<file path="src/logic/tpc_map.vh">
// register map, field positions and reset values of the timer block
`ifndef TPC_MAP_VH
`define TPC_MAP_VH

`define TPC_ADDR_W        8
`define TPC_OFF_COUNT     8'h00
`define TPC_OFF_COMPARE   8'h04
`define TPC_OFF_MATCH     8'h08
`define TPC_OFF_INTFL     8'h0c
`define TPC_OFF_CTRL0     8'h10
`define TPC_OFF_CTRL1     8'h18

`define TPC_C0_MODE_MSB   3
`define TPC_C0_MODE_LSB   0
`define TPC_C0_PRES_MSB   7
`define TPC_C0_PRES_LSB   4
`define TPC_C0_POL        8
`define TPC_C0_EN         9
`define TPC_C0_OUTEN      10

`define TPC_C1_IRQEN      0
`define TPC_C1_CAPSEL_MSB 2
`define TPC_C1_CAPSEL_LSB 1
`define TPC_C1_W16        3

`define TPC_INTFL_PERIOD  0

`define TPC_MODE_PWM      4'h3
`define TPC_MODE_CAPTURE  4'h4
`define TPC_MODE_COMPARE  4'h5

`define TPC_CAP_RISE      2'h0
`define TPC_CAP_FALL      2'h1
`define TPC_CAP_BOTH      2'h2

`define TPC_RST_COUNT     32'h0000_0000
`define TPC_RST_COMPARE   32'hffff_ffff
`define TPC_RST_MATCH     32'h0000_0000
`define TPC_RELOAD        32'h0000_0001
`define TPC_W16_MASK      32'h0000_ffff

`endif

</file>
<file path="src/logic/tpc_prescaler.v">
// count enable generator: one pulse per 2**pres core clocks
`timescale 1ns/1ps
`default_nettype none
module tpc_prescaler #(
	parameter PRES_W = 4,
	parameter DIV_W  = 16
) (
	// clock and reset
	input  wire              core_clk,
	input  wire              resetn,
	// control
	input  wire              run,
	input  wire [PRES_W-1:0] pres,
	// count enable
	output reg               tick
);
	reg  [DIV_W-1:0] div;
	wire [DIV_W-1:0] lim;
	wire             last;

	assign lim  = ~({DIV_W{1'b1}} << pres);
	assign last = (div == lim);

	always @(posedge core_clk or negedge resetn)
	begin
		if (!resetn)
		begin
			div  <= {DIV_W{1'b0}};
			tick <= 1'b0;
		end
		else if (!run)
		begin
			// restart so the first period is a whole interval
			div  <= {DIV_W{1'b0}};
			tick <= 1'b0;
		end
		else
		begin
			div  <= last ? {DIV_W{1'b0}} : div + {{(DIV_W-1){1'b0}}, 1'b1};
			tick <= last;
		end
	end
endmodule // tpc_prescaler
`default_nettype wire

</file>
<file path="src/logic/tpc_in_sync.v">
// two-flop synchroniser and edge detector for the timer input pin
`timescale 1ns/1ps
`default_nettype none
module tpc_in_sync (
	// clock and reset
	input  wire core_clk,
	input  wire resetn,
	// pin and edges
	input  wire pin_in,
	output reg  rise,
	output reg  fall
);
	reg meta;
	reg sync;
	reg last;

	always @(posedge core_clk or negedge resetn)
	begin
		if (!resetn)
		begin
			meta <= 1'b0;
			sync <= 1'b0;
			last <= 1'b0;
			rise <= 1'b0;
			fall <= 1'b0;
		end
		else
		begin
			meta <= pin_in;
			sync <= meta;
			last <= sync;
			rise <= sync & ~last;
			fall <= ~sync & last;
		end
	end
endmodule // tpc_in_sync
`default_nettype wire

</file>
<file path="src/logic/tpc_timer.v">
// timer with pwm, capture and compare modes behind an apb slave
`timescale 1ns/1ps
`default_nettype none
`include "tpc_map.vh"
module tpc_timer #(
	parameter PRES_W = 4,
	parameter DIV_W  = 16
) (
	// clock and reset
	input  wire                   core_clk,
	input  wire                   resetn,
	// apb slave
	input  wire                   psel,
	input  wire                   penable,
	input  wire                   pwrite,
	input  wire [`TPC_ADDR_W-1:0] paddr,
	input  wire [31:0]            pwdata,
	output reg  [31:0]            prdata,
	output reg                    pready,
	output reg                    pslverr,
	// timer pins
	input  wire                   timer_in,
	output reg                    timer_out,
	output reg                    timer_out_oe,
	// interrupt request
	output reg                    irq_req
);
	// software-visible state
	reg  [31:0]       timer_count_value;
	reg  [31:0]       period_compare_value;
	reg  [31:0]       match_capture_value;
	reg               period_flag;
	reg  [3:0]        mode;
	reg  [PRES_W-1:0] pres;
	reg               pol;
	reg               enable;
	reg               outen;
	reg               irq_en;
	reg  [1:0]        cap_sel;
	reg               width16;

	// internal state
	reg               out_state;
	reg               cap_pending;

	// next values
	reg  [31:0]       next_count;
	reg  [31:0]       next_match;
	reg               next_flag;
	reg               next_out;
	reg               next_pending;

	// decoded strobes and events
	wire              setup;
	wire              wr;
	wire              tick;
	wire              in_rise;
	wire              in_fall;
	wire              cap_evt;
	wire              at_cmp;
	wire              at_match;
	wire              is_pwm;
	wire              is_cap;
	wire              is_cmp;
	wire              counting;
	wire              period_end;
	wire              cap_done;
	wire              flag_clr;

	function hit;
		input [`TPC_ADDR_W-1:0] a;
		begin
			case (a)
				`TPC_OFF_COUNT,
				`TPC_OFF_COMPARE,
				`TPC_OFF_MATCH,
				`TPC_OFF_INTFL,
				`TPC_OFF_CTRL0,
				`TPC_OFF_CTRL1: hit = 1'b1;
				default:        hit = 1'b0;
			endcase
		end
	endfunction

	// increment within the selected counter width
	function [31:0] bump;
		input [31:0] c;
		input        w16;
		begin
			if (w16)
				bump = (c + 32'h0000_0001) & `TPC_W16_MASK;
			else
				bump = c + 32'h0000_0001;
		end
	endfunction

	// counter width applied to a comparison operand
	function [31:0] fit;
		input [31:0] v;
		input        w16;
		begin
			fit = w16 ? (v & `TPC_W16_MASK) : v;
		end
	endfunction

	tpc_prescaler #(
		.PRES_W (PRES_W),
		.DIV_W  (DIV_W)
	) u_pres (
		.core_clk (core_clk),
		.resetn   (resetn),
		.run      (enable),
		.pres     (pres),
		.tick     (tick)
	);

	tpc_in_sync u_sync (
		.core_clk (core_clk),
		.resetn   (resetn),
		.pin_in   (timer_in),
		.rise     (in_rise),
		.fall     (in_fall)
	);

	assign setup = psel & ~penable;
	// pready is only ever high in an access phase, so this is the taking edge
	assign wr    = psel & penable & pready & pwrite;

	assign is_pwm   = (mode == `TPC_MODE_PWM);
	assign is_cap   = (mode == `TPC_MODE_CAPTURE);
	assign is_cmp   = (mode == `TPC_MODE_COMPARE);
	assign counting = enable & tick & (is_pwm | is_cap | is_cmp);

	assign at_cmp   = (fit(timer_count_value, width16) ==
	                   fit(period_compare_value, width16));
	assign at_match = (fit(timer_count_value, width16) ==
	                   fit(match_capture_value, width16));

	// capture source selection
	assign cap_evt = enable & is_cap &
	                 ((cap_sel == `TPC_CAP_RISE) & in_rise |
	                  (cap_sel == `TPC_CAP_FALL) & in_fall |
	                  (cap_sel == `TPC_CAP_BOTH) & (in_rise | in_fall));

	assign period_end = counting & at_cmp;
	assign cap_done   = counting & is_cap & cap_pending;
	assign flag_clr   = wr & (paddr == `TPC_OFF_INTFL) & pwdata[`TPC_INTFL_PERIOD];

	// counter
	always @*
	begin
		next_count = timer_count_value;
		if (wr && paddr == `TPC_OFF_COUNT)
			next_count = pwdata;
		else if (counting)
		begin
			case (mode)
				`TPC_MODE_PWM:
					// reload replaces any initial value after period one
					next_count = at_cmp ? `TPC_RELOAD
					                    : bump(timer_count_value, width16);
				`TPC_MODE_CAPTURE:
					// a pending capture does not touch the count
					next_count = at_cmp ? `TPC_RELOAD
					                    : bump(timer_count_value, width16);
				`TPC_MODE_COMPARE:
					next_count = bump(timer_count_value, width16);
				default:
					next_count = timer_count_value;
			endcase
		end
	end

	// match value and capture copy
	always @*
	begin
		next_match = match_capture_value;
		if (wr && paddr == `TPC_OFF_MATCH)
			next_match = pwdata;
		else if (cap_done)
			next_match = timer_count_value;
	end

	// capture waits for the next count clock; a new event wins over the clear
	always @*
	begin
		next_pending = cap_pending;
		if (!enable || !is_cap)
			next_pending = 1'b0;
		else if (cap_evt)
			next_pending = 1'b1;
		else if (cap_done)
			next_pending = 1'b0;
	end

	// period flag: a set in the clearing cycle is kept
	always @*
	begin
		next_flag = period_flag;
		if (flag_clr)
			next_flag = 1'b0;
		if (period_end || cap_done)
			next_flag = 1'b1;
	end

	// output waveform state; idles at the polarity level
	always @*
	begin
		next_out = out_state;
		if (!enable && wr && paddr == `TPC_OFF_CTRL0)
			// polarity written with the enable sets the start level at once
			next_out = pwdata[`TPC_C0_POL];
		else if (!enable)
			next_out = pol;
		else if (counting)
		begin
			case (mode)
				`TPC_MODE_PWM:
					if (at_cmp || at_match)
						next_out = ~out_state;
				`TPC_MODE_COMPARE:
					if (at_cmp)
						next_out = ~out_state;
				default:
					next_out = out_state;
			endcase
		end
	end

	// counting state
	always @(posedge core_clk or negedge resetn)
	begin
		if (!resetn)
		begin
			timer_count_value   <= `TPC_RST_COUNT;
			match_capture_value <= `TPC_RST_MATCH;
			period_flag         <= 1'b0;
			out_state           <= 1'b0;
			cap_pending         <= 1'b0;
		end
		else
		begin
			timer_count_value   <= next_count;
			match_capture_value <= next_match;
			period_flag         <= next_flag;
			out_state           <= next_out;
			cap_pending         <= next_pending;
		end
	end

	// configuration registers
	always @(posedge core_clk or negedge resetn)
	begin
		if (!resetn)
		begin
			period_compare_value <= `TPC_RST_COMPARE;
			mode                 <= 4'h0;
			pres                 <= {PRES_W{1'b0}};
			pol                  <= 1'b0;
			enable               <= 1'b0;
			outen                <= 1'b0;
			irq_en               <= 1'b0;
			cap_sel              <= 2'h0;
			width16              <= 1'b0;
		end
		else if (wr)
		begin
			case (paddr)
				`TPC_OFF_COMPARE:
					period_compare_value <= pwdata;
				`TPC_OFF_CTRL0:
				begin
					mode   <= pwdata[`TPC_C0_MODE_MSB:`TPC_C0_MODE_LSB];
					pres   <= pwdata[`TPC_C0_PRES_LSB+PRES_W-1:`TPC_C0_PRES_LSB];
					pol    <= pwdata[`TPC_C0_POL];
					enable <= pwdata[`TPC_C0_EN];
					outen  <= pwdata[`TPC_C0_OUTEN];
				end
				`TPC_OFF_CTRL1:
				begin
					irq_en  <= pwdata[`TPC_C1_IRQEN];
					cap_sel <= pwdata[`TPC_C1_CAPSEL_MSB:`TPC_C1_CAPSEL_LSB];
					width16 <= pwdata[`TPC_C1_W16];
				end
				default:
					period_compare_value <= period_compare_value;
			endcase
		end
	end

	// pin and interrupt outputs; the pin only follows while driven
	always @(posedge core_clk or negedge resetn)
	begin
		if (!resetn)
		begin
			timer_out    <= 1'b0;
			timer_out_oe <= 1'b0;
			irq_req      <= 1'b0;
		end
		else
		begin
			if (outen)
				timer_out <= next_out;
			timer_out_oe <= outen;
			// level, so a second period end while set adds nothing
			irq_req      <= next_flag & irq_en;
		end
	end

	// apb answer: one wait-free access phase, data registered at setup
	always @(posedge core_clk or negedge resetn)
	begin
		if (!resetn)
		begin
			prdata  <= 32'h0000_0000;
			pready  <= 1'b0;
			pslverr <= 1'b0;
		end
		else
		begin
			pready  <= setup;
			pslverr <= setup & ~hit(paddr);
			if (setup && !pwrite)
			begin
				case (paddr)
					`TPC_OFF_COUNT:   prdata <= next_count;
					`TPC_OFF_COMPARE: prdata <= period_compare_value;
					`TPC_OFF_MATCH:   prdata <= next_match;
					`TPC_OFF_INTFL:   prdata <= {31'h0, next_flag};
					`TPC_OFF_CTRL0:
					begin
						prdata <= 32'h0000_0000;
						prdata[`TPC_C0_MODE_MSB:`TPC_C0_MODE_LSB] <= mode;
						prdata[`TPC_C0_PRES_LSB+PRES_W-1:`TPC_C0_PRES_LSB] <= pres;
						prdata[`TPC_C0_POL]   <= pol;
						prdata[`TPC_C0_EN]    <= enable;
						prdata[`TPC_C0_OUTEN] <= outen;
					end
					`TPC_OFF_CTRL1:
					begin
						prdata <= 32'h0000_0000;
						prdata[`TPC_C1_IRQEN] <= irq_en;
						prdata[`TPC_C1_CAPSEL_MSB:`TPC_C1_CAPSEL_LSB] <= cap_sel;
						prdata[`TPC_C1_W16]   <= width16;
					end
					default:          prdata <= 32'h0000_0000;
				endcase
			end
			else
				prdata <= 32'h0000_0000;
		end
	end
endmodule // tpc_timer
`default_nettype wire

</file>
<file path="config.mk">
export PLATFORM = sky130hd
export DESIGN_NAME = tpc_timer
export DESIGN_NICKNAME = d
export VERILOG_FILES = /design/src/logic/tpc_prescaler.v /design/src/logic/tpc_in_sync.v /design/src/logic/tpc_timer.v
export VERILOG_INCLUDE_DIRS = /design/src /design/src/logic
export SDC_FILE = /design/constraint.sdc
export NUM_CORES = 1
export LEC_CHECK = 0
export ABC_AREA = 1
export BUFFER_PORTS_ARGS = -buffer_cell sky130_fd_sc_hd__buf_4
export CAP_MARGIN = 20
export CORE_MARGIN = 1.5
export CORE_UTILIZATION = 45
export CTS_CLUSTER_SIZE = 25
export DETAILED_ROUTE_END_ITERATION = 8
export PLACE_DENSITY = 0.73
export SLEW_MARGIN = 20
export SYNTH_ARGS = -nofsm -noshare
export SYNTH_HDL_FRONTEND = slang
export SYNTH_SLANG_ARGS = --single-unit
</file>
<file path="constraint.sdc">
create_clock -name core_clk -period 2.25 [get_ports core_clk]
set_input_delay 0.45 -clock core_clk [delete_from_list [all_inputs] [get_ports core_clk]]
set_output_delay 0.45 -clock core_clk [all_outputs]
set_load 0.02 [all_outputs]
</file>
==> results.txt <==
The run finished with clean final reports. The area of the multi-input gates is 5040 um2. The internal power component is 0.00473 W. For the final database, setup skew stands at 18.2 ps.

No sink is reached through more buffers than the 2 on the longest clock path. The setup TNS came out at 0 ps. For the worst-skew pair, the clock arrives at the later sink with an insertion delay of 450 ps. The count of unresolved DRC violations after routing is 0. The placement row count came out at 55. The critical path is of the flip-flop to flip-flop type.

For this design the top-level I/O count stands at 83. The cell sitting at the root of the clock tree is a clkbuf_16. The CTS clock-pin slew for the worst setup and hold paths came out at 70 ps. Global routing finished with a remaining overflow of 0.

0 antenna diodes ended up in the layout. The total length of routed wires came out at 30700 um. The via count of the first global-routing pass is 9621.

STA classifies the critical path endpoint as a flip-flop. The final cell area excluding filler cells is 12500 um2. The storage element area came out at 4370 um2. The net count after synthesis is 1473. The minimum hold slack is 104 ps.

The die area is 23800 um2. The floorplan step set the die height to 154 um. After the last flow step, the layout net total stands at 1605. STA puts the critical path data arrival time at 2480 ps.

The mapped cell area came out at 10300 um2. The final hold violation count came out at 0. The die width came out at 154 um. The number of antenna violations at the first check in global routing was 0.

The H-tree was split into 4 levels. The total count of max-transition violations in the final report is 0. Detailed routing inserted a total of 9941 vias. The proportion of synthesized flip-flops having asynchronous set or reset came out at 1.00. The count of different cell masters after synthesis came out at 47. The number of cells traversed by the worst register-to-register path came out at 15. The number of clock buffers added by TritonCTS is 17. Of the post-synthesis cell area, the dominant cell type holds 0.343. The average instance in the mapped netlist occupies 7.23 um2. The maximum vdd ir drop is 0.431 mV.

Setup violations remaining at the end of the flow were counted as 0. Of the cells placed in the final design, the portion with a size suffix greater than 1 is 0.185. For this run, the detailed router's first-pass iteration total came to 6. Across the run, the number of max-cap violations was 0.

Counting flops with a built-in enable in the synthesized netlist gives 0. The startpoint class of the critical path is a flip-flop. The cell count of the worst hold path is 1.

The wire-length estimate of the detail-placed layout is 21400 um. Timing would allow up to 464 MHz. The clock net in this run drives a total of 173 sinks. In this run the worst hold path is classified as primary input to flip-flop. The core region is 22600 um2. dfrtp_1 takes more of the synthesized area than any other cell. The global-route wire length before repair came out at 48500 um. TritonCTS built the clock tree. In the post-synthesis netlist, the biggest area contributors are dfrtp_1, nand2_1, dfstp_2. The smallest clock period supported by the final layout is computed as 2160 ps.

The placer's final routability congestion estimate is 0.961. The most frequently used flop master after synthesis is dfrtp_1. The layout overhead on the synthesized area is 21.1%. STA puts the critical path data required time at 2570 ps. The pin count of the biggest net entering global routing is 61.

The initial cell density of the core came out at 0.456. The highest fanout seen on the critical path came out at 5. The number of warnings printed during yosys synthesis came out at 0.

For this design the total switching power over the nets is 0.00163 W. The transition at the pin with the smallest max-transition slack came out at 537 ps. The final-layout fill cell count came out at 2125.

The combinational fraction of design power came out at 0.042. The portion of the clock cycle consumed by the worst path in the final layout is 0.958. The net switching fraction of the power came out at 0.256. The post-detailed-route via-to-cell ratio came out at 5.36. The share of synthesized area occupied by flip-flops and latches is 0.424. The count of buffers inserted at the top-level ports came out at 82.

The power share of the sequential group came out at 0.494. The initial DRC count is 849. The analysis attributes to cell leakage a power of 5.80 nW. The power per cell area is 510 nW/um2.

The number of antenna-violating nets in the routed design came out at 0. The synthesized instance count came out at 1425. The overall track demand over capacity in global routing is 0.258.

The power share of the clock group came out at 0.465. Synthesis inferred 173 register bits. The area after detailed placement came out at 11700 um2. The worst-case headroom to the max-slew limit is 0.642.

In the final routed layout, each cell accounts on average for 16.5 um.
## cell usage after synthesis, types with 2 or more instances
| master | count |
|---|---|
| nand2_1 | 418 |
| inv_1 | 181 |
| dfrtp_1 | 141 |
| nor2_1 | 134 |
| o21ai_0 | 80 |
| nand3_1 | 67 |
| a21oi_1 | 51 |
| xnor2_1 | 39 |
| dfstp_2 | 32 |
| o21ai_1 | 29 |
| xor2_1 | 29 |
| nand4_1 | 27 |
| buf_2 | 26 |
| o211ai_1 | 25 |
| nor3_1 | 24 |
| clkbuf_1 | 22 |
| nand3b_1 | 20 |
| o21a_1 | 8 |
| nor2_2 | 7 |
| o22ai_1 | 6 |
| clkbuf_2 | 5 |
| inv_2 | 5 |
| nand2_2 | 4 |
| or2_2 | 4 |
| a21boi_0 | 3 |
| a221oi_1 | 3 |
| buf_4 | 3 |
| nor2_4 | 3 |
| nor3b_1 | 3 |
| a21oi_2 | 2 |
| a31oi_1 | 2 |
| and2_1 | 2 |
| buf_6 | 2 |
| ha_1 | 2 |
| nand4_2 | 2 |
| nor3_4 | 2 |
| nor4_1 | 2 |
## layout make-up
cell class,instances,area share
inverter,187,0.0563
tap,285,0.0286
clock inverter,14,0.0113
multi-input combinational,1007,0.404
sequential,173,0.350
timing repair buffer,171,0.115
clock buffer,18,0.0352
## power by group through the flow
stage	Clock, W	Sequential [W]	Combinational [W]
3_3_place_gp	0	0.00320	0.000263
3_5_place_dp	0	0.00320	0.000267
2_1_floorplan	0	0.00320	0.0000764
6_report	0.00296	0.00314	0.000265
5_1_grt	0.00314	0.00314	0.000296
4_1_cts	0.00302	0.00314	0.000269
## repair_timing
action,in CTS,in global routing
pin swaps,0,8
setup buffers,0,5
resized for setup,4,23
setup endpoints to repair,13,34
hold buffers,1,0
cloned,0,3
hold endpoints to repair,36,0
## worst paths after layout
path,start,to,slack [ps]
max,period_compare_value[31],prdata[19],90
min,timer_in,u_sync.meta,100
max reg2reg,period_compare_value[31],prdata[19],90
min reg2reg,u_sync.meta,u_sync.sync,360
max in group asynchronous,resetn,period_compare_value[8],920
min in group asynchronous,resetn,match_capture_value[20],540
## through the flow
step	worst slack (ps)	util	power, W	cells
final	95.0	0.553	0.00636	1855
after global placement	-58.3	0.518	0.00346	1814
after detailed placement	-81.9	0.518	0.00347	1814
after global routing	-4.12	0.553	0.00658	1855
after CTS	34.9	0.545	0.00643	1847
after floorplan	339	-	0.00328	1425
## cell usage in the layout, fill, tap and decap left out, types with 5 or more instances in the layout
| cell | n |
|---|---|
| a21oi_1 | 49 |
| buf_12 | 8 |
| buf_4 | 158 |
| clkbuf_16 | 19 |
| dfrtp_1 | 139 |
| dfstp_2 | 32 |
| inv_1 | 181 |
| inv_2 | 5 |
| inv_8 | 6 |
| nand2_1 | 415 |
| nand2_2 | 7 |
| nand3_1 | 65 |
| nand3b_1 | 20 |
| nand4_1 | 27 |
| nor2_1 | 125 |
| nor2_2 | 13 |
| nor2_4 | 6 |
| nor3_1 | 23 |
| o211ai_1 | 25 |
| o21a_1 | 8 |
| o21ai_0 | 80 |
| o21ai_1 | 27 |
| o22ai_1 | 6 |
| xnor2_1 | 39 |
| xor2_1 | 29 |
## routing by layer
layer  up-vias  global-route usage  part of all wire
met5         -                   0                 0
met4         0              0.0925             0.023
met3        52              0.0446             0.068
met2       391               0.431              0.47
met1      4703               0.340              0.43
li1       4795                   -                 -
## state kept, by name (all words and copies together), names as in the netlist, 2 cells and up
register / cells
match_capture_value: 32
period_compare_value: 32
prdata: 32
timer_count_value: 32
u_pres.div: 16
mode: 4
pres: 4
cap_sel: 2
## cells by family (layout without fill, tap and decap cells)
group | Yosys count | count (layout) | synth area share
AND/OR/NAND/NOR | 724 | 725 | 0.304
AO/OA/AOI/OAI | 212 | 212 | 0.116
adder cells (fa/ha/maj) | 2 | 2 | 0.00243
buffers and inverters | 246 | 390 | 0.0960
flip-flops | 173 | 173 | 0.424
XOR/XNOR | 68 | 68 | 0.0578
## worst max-delay path, cell delays in order (launching register included)
cell and delay [ps]:
dfstp_2 550, inv_1 50, nand2_1 60, nand2_1 60, nor2_2 160, nand2_2 90, nor2_2 100, nand2_1 70
nand2_2 100, nand2_4 80, o21ai_4 180, nand2_2 160, nand3b_1 120, nand2_1 70, nand2_1 60, a21oi_1 70
(Power assumes the default switching activity.)
